`config.mk`:
```
export PLATFORM = sky130hd
export DESIGN_NAME = drc_recorder_ctrl
export DESIGN_NICKNAME = d
export VERILOG_FILES = /design/src/common/drc_pkg.sv /design/src/logic/drc_recorder_ctrl.sv
export SDC_FILE = /design/constraint.sdc
export NUM_CORES = 1
export LEC_CHECK = 0
export BUFFER_PORTS_ARGS = -buffer_cell sky130_fd_sc_hd__buf_2
export CAP_MARGIN = 15
export CORE_MARGIN = 3
export CORE_UTILIZATION = 45
export CTS_CLUSTER_DIAMETER = 80
export DETAILED_ROUTE_END_ITERATION = 10
export HOLD_SLACK_MARGIN = 0.1
export SETUP_SLACK_MARGIN = 0.5
export SYNTH_ARGS = -nofsm -noshare
export SYNTH_HDL_FRONTEND = slang
export SYNTH_SLANG_ARGS = --single-unit
```
`constraint.sdc`:
```
create_clock -name clk_sys -period 14.2 [get_ports clk_sys]
set_input_delay 0.71 -clock clk_sys [delete_from_list [all_inputs] [get_ports clk_sys]]
set_output_delay 0.71 -clock clk_sys [all_outputs]
set_load 0.02 [all_outputs]
```
`src/common/drc_pkg.sv`:
```
// constants and types shared by the disturbance recorder control block
package drc_pkg;
	// ------------------------------------------------------------
	// register bus shape
	// ------------------------------------------------------------
	localparam int ADDR_W = 4;
	localparam int DATA_W = 16;
	localparam int SIG_W  = 8;
	localparam int MAX_CH = 8;
	// ------------------------------------------------------------
	// register offsets
	// ------------------------------------------------------------
	localparam logic [3:0] REG_STATUS   = 4'h0; // recorder_status_param
	localparam logic [3:0] REG_MANTRIG  = 4'h1; // manual_trigger_param
	localparam logic [3:0] REG_CLRARM   = 4'h2; // clear_and_arm_param
	localparam logic [3:0] REG_EVMASK   = 4'h3; // recorder_event_mask_param
	localparam logic [3:0] REG_SRC_A    = 4'h4; // trigger_source_select_a
	localparam logic [3:0] REG_SRC_B    = 4'h5; // trigger_source_select_b
	localparam logic [3:0] REG_EDGE_A   = 4'h6; // trigger_edge_select_a
	localparam logic [3:0] REG_EDGE_B   = 4'h7; // trigger_edge_select_b
	localparam logic [3:0] REG_POSTLEN  = 4'h8; // post_trigger_length_param
	localparam logic [3:0] REG_RATE     = 4'h9; // sampling_rate_param
	localparam logic [3:0] REG_CH_INT   = 4'ha; // channel_select_internal
	localparam logic [3:0] REG_CH_DIN   = 4'hb; // channel_select_inputs
	localparam logic [3:0] REG_PREREQ1  = 4'hc; // unload_prereq_first
	localparam logic [3:0] REG_PREREQ2  = 4'hd; // unload_prereq_second
	localparam logic [3:0] REG_LEDROUTE = 4'he;
	localparam logic [3:0] REG_STATE    = 4'hf;
	// ------------------------------------------------------------
	// values, codes and reset values
	// ------------------------------------------------------------
	localparam logic [15:0] STATUS_IDLE   = 16'h0000;
	localparam logic [15:0] STATUS_READY  = 16'h0001;
	localparam logic [15:0] CMD_TRIGGER   = 16'h0001;
	localparam logic [15:0] CMD_CLEAR     = 16'h0001;
	localparam logic [15:0] CMD_RESTART   = 16'h0002;
	localparam logic [7:0]  EV_TRIGGER    = 8'h1f; // trigger_event_code
	localparam logic [7:0]  EV_CLEAR      = 8'h20; // clear_event_code
	localparam int          MASK_TRIG_BIT = 0;
	localparam int          MASK_CLR_BIT  = 1;
	localparam logic [15:0] EVMASK_RESET  = 16'h0003;
	localparam logic [15:0] POSTLEN_RESET = 16'h0010;
	localparam logic [1:0]  RATE_HI       = 2'h0;
	localparam logic [1:0]  RATE_MID      = 2'h1;
	localparam logic [1:0]  RATE_RMS      = 2'h2;
	// ------------------------------------------------------------
	// timing
	// ------------------------------------------------------------
	localparam int CLK_HZ      = 100_000_000;
	localparam int RATE_HI_HZ  = 800;
	localparam int RATE_MID_HZ = 400;
	localparam int RATE_RMS_HZ = 50;
	// ------------------------------------------------------------
	// types
	// ------------------------------------------------------------
	typedef struct packed {
		logic       valid;
		logic [7:0] code;
	} drc_event_t;
	typedef enum logic [2:0] {
		ST_ARMED = 3'b001,
		ST_POST  = 3'b010,
		ST_READY = 3'b100
	} drc_state_t;
endpackage

```
`src/logic/drc_recorder_ctrl.sv`:
```
// disturbance recorder trigger, status and event control
//
// The strobed register port and the register addresses were chosen for this implementation.
`timescale 1ns/1ns
module drc_recorder_ctrl #(
	parameter int DIV_HI  = drc_pkg::CLK_HZ / drc_pkg::RATE_HI_HZ,
	parameter int DIV_MID = drc_pkg::CLK_HZ / drc_pkg::RATE_MID_HZ,
	parameter int DIV_RMS = drc_pkg::CLK_HZ / drc_pkg::RATE_RMS_HZ
) (
	// clock and reset
	input  wire logic                        clk_sys,
	input  wire logic                        rst,
	// register port
	input  wire logic [drc_pkg::ADDR_W-1:0]  regAddr,
	input  wire logic [drc_pkg::DATA_W-1:0]  regWdata,
	input  wire logic                        regWr,
	input  wire logic                        regRd,
	output logic      [drc_pkg::DATA_W-1:0]  regRdata,
	// monitored signals and system
	input  wire logic [drc_pkg::SIG_W-1:0]   intSig,
	input  wire logic [drc_pkg::SIG_W-1:0]   dinSig,
	input  wire logic                        masterReset,
	input  wire logic                        displayIdle,
	// recorder side
	output drc_pkg::drc_event_t              evOut,
	output logic                             memErase,
	output logic                             unloadRestart,
	output logic                             unloadReady,
	output logic      [drc_pkg::MAX_CH-1:0]  recSample,
	output logic                             recSampleValid,
	// indication
	output logic                             readyMarker,
	output logic      [drc_pkg::SIG_W-1:0]   ledReady
);
	// ------------------------------------------------------------
	// helpers
	// ------------------------------------------------------------
	// first eight selected signals, internal ones are taken first, into the lowest bits
	function automatic logic [drc_pkg::MAX_CH-1:0] pickChannels(
		input logic [2*drc_pkg::SIG_W-1:0] vals,
		input logic [2*drc_pkg::SIG_W-1:0] sel
	);
		logic [drc_pkg::MAX_CH-1:0] r;
		int                         n;
		r = '0;
		n = 0;
		for (int i = 0; i < 2*drc_pkg::SIG_W; i++) begin
			if (sel[i] && n < drc_pkg::MAX_CH) begin
				r[n[2:0]] = vals[i];
				n++;
			end
		end
		return r;
	endfunction

	// ------------------------------------------------------------
	// configuration registers
	// ------------------------------------------------------------
	drc_pkg::drc_state_t         state;
	logic [drc_pkg::DATA_W-1:0]  evMask;
	logic [drc_pkg::SIG_W-1:0]   srcA, srcB, edgeA, edgeB, chInt, chDin, ledRoute;
	logic [drc_pkg::DATA_W-1:0]  postLen;
	logic [1:0]                  rate;
	logic                        prereq1, prereq2;
	logic                        armed;

	assign armed = (state == drc_pkg::ST_ARMED);

	// plain settings, writable at any time
	always_ff @(posedge clk_sys or posedge rst) begin
		if (rst) begin
			evMask   <= drc_pkg::EVMASK_RESET;
			srcA     <= '0;
			srcB     <= '0;
			edgeA    <= '0;
			edgeB    <= '0;
			postLen  <= drc_pkg::POSTLEN_RESET;
			prereq1  <= 1'b0;
			prereq2  <= 1'b0;
			ledRoute <= '0;
		end else if (regWr) begin
			case (regAddr)
				drc_pkg::REG_EVMASK:   evMask   <= regWdata;
				drc_pkg::REG_SRC_A:    srcA     <= regWdata[drc_pkg::SIG_W-1:0];
				drc_pkg::REG_SRC_B:    srcB     <= regWdata[drc_pkg::SIG_W-1:0];
				drc_pkg::REG_EDGE_A:   edgeA    <= regWdata[drc_pkg::SIG_W-1:0];
				drc_pkg::REG_EDGE_B:   edgeB    <= regWdata[drc_pkg::SIG_W-1:0];
				drc_pkg::REG_POSTLEN:  postLen  <= regWdata;
				drc_pkg::REG_PREREQ1:  prereq1  <= regWdata[0];
				drc_pkg::REG_PREREQ2:  prereq2  <= regWdata[0];
				drc_pkg::REG_LEDROUTE: ledRoute <= regWdata[drc_pkg::SIG_W-1:0];
				default: ;
			endcase
		end
	end

	// recording shape is frozen once triggered, else stored data mixes layouts
	always_ff @(posedge clk_sys or posedge rst) begin
		if (rst) begin
			rate  <= drc_pkg::RATE_HI;
			chInt <= '0;
			chDin <= '0;
		end else if (regWr && armed) begin
			if (regAddr == drc_pkg::REG_RATE)
				rate <= regWdata[1:0];
			if (regAddr == drc_pkg::REG_CH_INT)
				chInt <= regWdata[drc_pkg::SIG_W-1:0];
			if (regAddr == drc_pkg::REG_CH_DIN)
				chDin <= regWdata[drc_pkg::SIG_W-1:0];
		end
	end

	// ------------------------------------------------------------
	// sample tick
	// ------------------------------------------------------------
	logic [31:0] divCnt;
	logic [31:0] divEnd;
	logic        tick;

	always_comb begin
		case (rate)
			drc_pkg::RATE_MID: divEnd = 32'(DIV_MID - 1);
			drc_pkg::RATE_RMS: divEnd = 32'(DIV_RMS - 1);
			default:           divEnd = 32'(DIV_HI - 1);
		endcase
	end
	assign tick = (divCnt >= divEnd);

	// free-running divider, restarts at the end of each interval
	always_ff @(posedge clk_sys or posedge rst) begin
		if (rst)
			divCnt <= '0;
		else if (tick)
			divCnt <= '0;
		else
			divCnt <= divCnt + 32'h1;
	end

	// ------------------------------------------------------------
	// trigger detection
	// ------------------------------------------------------------
	logic [2*drc_pkg::SIG_W-1:0] cur, prev, srcSel, edgeSel, hits;
	logic                        clearReq, manTrig, trigReq;

	assign cur     = {dinSig, intSig};
	assign srcSel  = {srcB, srcA};
	assign edgeSel = {edgeB, edgeA};
	// edge bit 0 selects rising, 1 selects falling
	assign hits = srcSel & ((cur & ~prev & ~edgeSel) | (~cur & prev & edgeSel));

	// previous value taken only at the sample tick
	always_ff @(posedge clk_sys or posedge rst) begin
		if (rst)
			prev <= '0;
		else if (tick)
			prev <= cur;
	end

	assign clearReq = masterReset
		| (regWr && regAddr == drc_pkg::REG_CLRARM && regWdata == drc_pkg::CMD_CLEAR);
	assign manTrig = regWr && regAddr == drc_pkg::REG_MANTRIG
		&& regWdata == drc_pkg::CMD_TRIGGER;
	// clear wins over a trigger in the same cycle
	assign trigReq = (manTrig | (tick && |hits)) && armed && !clearReq;

	// ------------------------------------------------------------
	// recorder state
	// ------------------------------------------------------------
	logic [drc_pkg::DATA_W-1:0] postCnt;

	always_ff @(posedge clk_sys or posedge rst) begin
		if (rst) begin
			state   <= drc_pkg::ST_ARMED;
			postCnt <= '0;
		end else if (clearReq) begin
			state   <= drc_pkg::ST_ARMED;
			postCnt <= '0;
		end else begin
			case (state)
				drc_pkg::ST_ARMED: if (trigReq) begin
					state   <= drc_pkg::ST_POST;
					postCnt <= '0;
				end
				drc_pkg::ST_POST: if (tick) begin
					if (postCnt >= postLen)
						state <= drc_pkg::ST_READY;
					else
						postCnt <= postCnt + 16'h1;
				end
				drc_pkg::ST_READY: ;
				default: state <= drc_pkg::ST_ARMED;
			endcase
		end
	end

	// ------------------------------------------------------------
	// events and recorder strobes
	// ------------------------------------------------------------
	always_ff @(posedge clk_sys or posedge rst) begin
		if (rst) begin
			evOut <= '0;
		end else if (clearReq && evMask[drc_pkg::MASK_CLR_BIT]) begin
			evOut <= '{valid: 1'b1, code: drc_pkg::EV_CLEAR};
		end else if (trigReq && evMask[drc_pkg::MASK_TRIG_BIT]) begin
			evOut <= '{valid: 1'b1, code: drc_pkg::EV_TRIGGER};
		end else begin
			evOut <= '0;
		end
	end

	// sampling stops once the recording is complete
	always_ff @(posedge clk_sys or posedge rst) begin
		if (rst) begin
			memErase       <= 1'b0;
			unloadRestart  <= 1'b0;
			recSample      <= '0;
			recSampleValid <= 1'b0;
		end else begin
			memErase       <= clearReq;
			unloadRestart  <= regWr && regAddr == drc_pkg::REG_STATUS
				&& regWdata == drc_pkg::CMD_RESTART;
			recSampleValid <= tick && state != drc_pkg::ST_READY;
			if (tick)
				recSample <= pickChannels(cur, {chDin, chInt});
		end
	end

	// ------------------------------------------------------------
	// indication and read port
	// ------------------------------------------------------------
	logic ready;

	assign ready = (state == drc_pkg::ST_READY);

	always_ff @(posedge clk_sys or posedge rst) begin
		if (rst) begin
			readyMarker <= 1'b0;
			ledReady    <= '0;
			unloadReady <= 1'b0;
		end else begin
			readyMarker <= ready && displayIdle;
			ledReady    <= ready ? ledRoute : '0;
			unloadReady <= ready && prereq1 && prereq2;
		end
	end

	// command registers read back as zero
	always_ff @(posedge clk_sys or posedge rst) begin
		if (rst) begin
			regRdata <= '0;
		end else if (regRd) begin
			case (regAddr)
				drc_pkg::REG_STATUS:   regRdata <= ready ? drc_pkg::STATUS_READY
					: drc_pkg::STATUS_IDLE;
				drc_pkg::REG_EVMASK:   regRdata <= evMask;
				drc_pkg::REG_SRC_A:    regRdata <= {8'h00, srcA};
				drc_pkg::REG_SRC_B:    regRdata <= {8'h00, srcB};
				drc_pkg::REG_EDGE_A:   regRdata <= {8'h00, edgeA};
				drc_pkg::REG_EDGE_B:   regRdata <= {8'h00, edgeB};
				drc_pkg::REG_POSTLEN:  regRdata <= postLen;
				drc_pkg::REG_RATE:     regRdata <= {14'h0000, rate};
				drc_pkg::REG_CH_INT:   regRdata <= {8'h00, chInt};
				drc_pkg::REG_CH_DIN:   regRdata <= {8'h00, chDin};
				drc_pkg::REG_PREREQ1:  regRdata <= {15'h0000, prereq1};
				drc_pkg::REG_PREREQ2:  regRdata <= {15'h0000, prereq2};
				drc_pkg::REG_LEDROUTE: regRdata <= {8'h00, ledRoute};
				drc_pkg::REG_STATE:    regRdata <= {13'h0000, state};
				default:               regRdata <= '0;
			endcase
		end else begin
			regRdata <= '0;
		end
	end
endmodule // drc_recorder_ctrl

```
==> summary.md <==
| Metric | Value |
|---|---|
| Status | complete, no violations |
| Hold Path Class | in2async |
| Clock tree buffer depth | 2 |
| Flops & latches, synth | 199 |
| WL final | 36300 um |
| Reg clk slew, reported paths | roughly 80 ps |
| Fillcell total | 2791 |
| PortBufs | 85 |
| CTS root buf | clkbuf_16 |
| R2r endpoint | recSample[5]$_DFFE_PP0N_ |
| Req. time, crit path | 14520 ps |
| Worst Max-Slew Pin Slew | 1070 ps |
| FMAX | 91.4 MHz |
| Final Cycle Share | 0.770 |
| DRT antenna net count | 0 |
| Area grow syn2layout | 9.49% |
| RSZ-0062 raised after global routing | false |
| Via count | around 11k |
| Critical Path Source Type | flop |
| RePlAce Congestion | 0.897 |
| Die Area | 32400 sq um |
| DRC viols | 0 |
| Yosys warns | 0 |
| Sequential Area | approximately 5000 sq um |
| Setup bufs post-CTS | 0 |
| Synth Flop Type | dfrtp_1 |
| Via density | between 5 and 6 |
| Area leader, netlist | dfrtp_1 |
| Largest net degree at the start of global routing | 132 |
| Core area | 29700 sq um |
| Clock sink total | 199 |
| Max FO, Critical Path | 13 |
| CP Class | reg2reg |
| R2R setup slack | 3260 ps |
| R2r startpoint | chInt[2]$_DFFE_PP0P_ |
| Netlist cell types | 99 |
| Initial antenna violation count | 1 |
| Cell Area, Synth | 13600 sq um |
| Tmin final | around 11000 ps |
| MaxCap Viol Count | 0 |
| Crit path largest cell delay | 750 ps |
| EDFF count, synth | 0 |
| Worst R2R Path Depth | 42 |
| Gate Count Post-Synth | 1447 |
| Grt ovf | 0 |
| Slew Limit Fails | 0 |
| Skew final | between 15 and 20 ps |
| TNS Setup | 0 ps |
| Slew margin rel. | 0.280 |
| Ys async rst share | 1.00 |
| PostCTS Resize Cnt | 0 |
| Die X | 180 um |
| All-Layer GR Usage | 0.222 |
| Slowest-stage cell, CP | fa_1 |
| Fin. Hold Viols | 0 |
| Initial Util | 0.458 |
| Area used by multi-input combinational logic | 8120 sq um |
| Share of layout cells above drive strength 1 | 0.214 |
| Most used cell, CP | ha_1 |
| Register area share after synthesis | 0.366 |
| # IOs | 88 |
| Syn_area_per_cell | approximately 9.4 sq um |
| Detailed Place HPWL | 26600 um |
| Synth top area share | 0.358 |
| Height of the die | approximately 180 um |
| Global-route wire length before repair | 58600 um |
| First drt pass iteration count | 7 |
| Vias in the first global route | around 11k |
| Hold Buf Count CTS | 0 |
| Antenna cells | 0 |
| Crit. End Element | flop |
| CTS Buf Count | 17 |
| Number of placement rows | 63 |
| # setup viols final | 0 |
| Crit path arrival time | 11260 ps |
| H-tree Lvls | 4 |
| Area contributors post-synth | dfrtp_1 36%, mux2_2 11%, ha_1 4.5% |
| Wirelength per Cell | 19.2 um |
| TritonCTS clock tree | done |
| Most common cell after layout, fill and taps aside | dfrtp_1 |
| Most frequent cells in the layout | 195 x dfrtp_1, 146 x nor2_1, 136 x mux2_2, 126 x nand2_1, 85 x buf_2 |
| Final Net Count | 1582 |
| First DRT Iteration DRCs | about 900 |
| Clock insertion delay at the later pin of the skew report | 450 ps |
## per-stage QoR
step / instances / setup WS [ps] / utilization / hold WS [ps] / instance area, sq um
2_1_floorplan: 1458 / 4420 / - / 470 / 13700
3_3_place_gp: 1861 / 3630 / 0.481 / 483 / 14300
3_5_place_dp: 1861 / 3290 / 0.481 / 484 / 14300
4_1_cts: 1893 / 3270 / 0.502 / 501 / 14900
5_1_grt: 1893 / 2430 / 0.502 / 497 / 14900
6_report: 1893 / 3260 / 0.502 / 446 / 14900
## state kept, by name, summed over array words and instances (netlist names), 8 cells and up
| signal | flops |
|---|---|
| divCnt | 32 |
| ledReady | 8 |
| edgeA | 8 |
| prev | 16 |
| evMask | 16 |
| srcB | 8 |
| chDin | 8 |
| postLen | 16 |
| recSample | 8 |
| chInt | 8 |
| regRdata | 16 |
| edgeB | 8 |
| postCnt | 16 |
| srcA | 8 |
| ledRoute | 8 |
## critical path, delay by kind of cell, from the launching register on
family / cells / cell delay (ps)
AOI/OAI and AO/OA: 6 / 990
xor gates and xnor gates: 1 / 210
adders and majority gates: 13 / 4410
buffers and inverters: 9 / 1230
DFF: 1 / 550
muxes: 9 / 2620
and+or+nand+nor: 4 / 780
## worst max path at each step
stage | from | endpoint | slack [ps]
6_report | chInt[2]$_DFFE_PP0P_ | recSample[5]$_DFFE_PP0N_ | 3260
5_1_grt | chInt[2]$_DFFE_PP0P_ | recSample[5]$_DFFE_PP0N_ | 2430
4_1_cts | chInt[2]$_DFFE_PP0P_ | recSample[5]$_DFFE_PP0N_ | 3270
3_5_place_dp | chInt[2]$_DFFE_PP0P_ | recSample[5]$_DFFE_PP0N_ | 3290
3_3_place_gp | chInt[2]$_DFFE_PP0P_ | recSample[5]$_DFFE_PP0N_ | 3630
2_1_floorplan | chInt[0]$_DFFE_PP0P_ | recSample[5]$_DFFE_PP0N_ | 4420
## cells by family after synthesis
logic type,Yosys count,share of synthesized area
AO/OA/AOI/OAI,301,0.162
XOR/XNOR,44,0.0446
adder cells (fa/ha/maj),50,0.0465
buffers and inverters,141,0.0420
flip-flops,199,0.366
multiplexers,177,0.148
other,1,0.000275
AND/OR/NAND/NOR,534,0.191
## per-layer routing
layer	track usage	up-vias	routed length, um
li1	-	5309	-
met1	0.318	5443	17100
met2	0.355	278	16800
met3	0.0380	49	1740
met4	0.0461	2	598
met5	0	-	11
## area by class of cell
type / count / share of cell area
timing repair buffer: 90 / 0.0310
sequential: 199 / 0.334
multi-input combinational: 1118 / 0.545
clock buffer: 18 / 0.0288
clock inverter: 14 / 0.0119
tap: 390 / 0.0327
inverter: 64 / 0.0166
## synthesized netlist by cell type, types with 33 or more instances
library cell	instances
dfrtp_1	195
nor2_1	146
mux2_2	136
nand2_1	126
o21ai_0	77
nand3_1	66
inv_1	58
clkbuf_1	55
nor3_1	51
ha_1	49
a21oi_1	43
and3_1	33
Power is not shown: default switching activity piles up to over one toggle a cycle in this logic, so the estimate is an artifact.
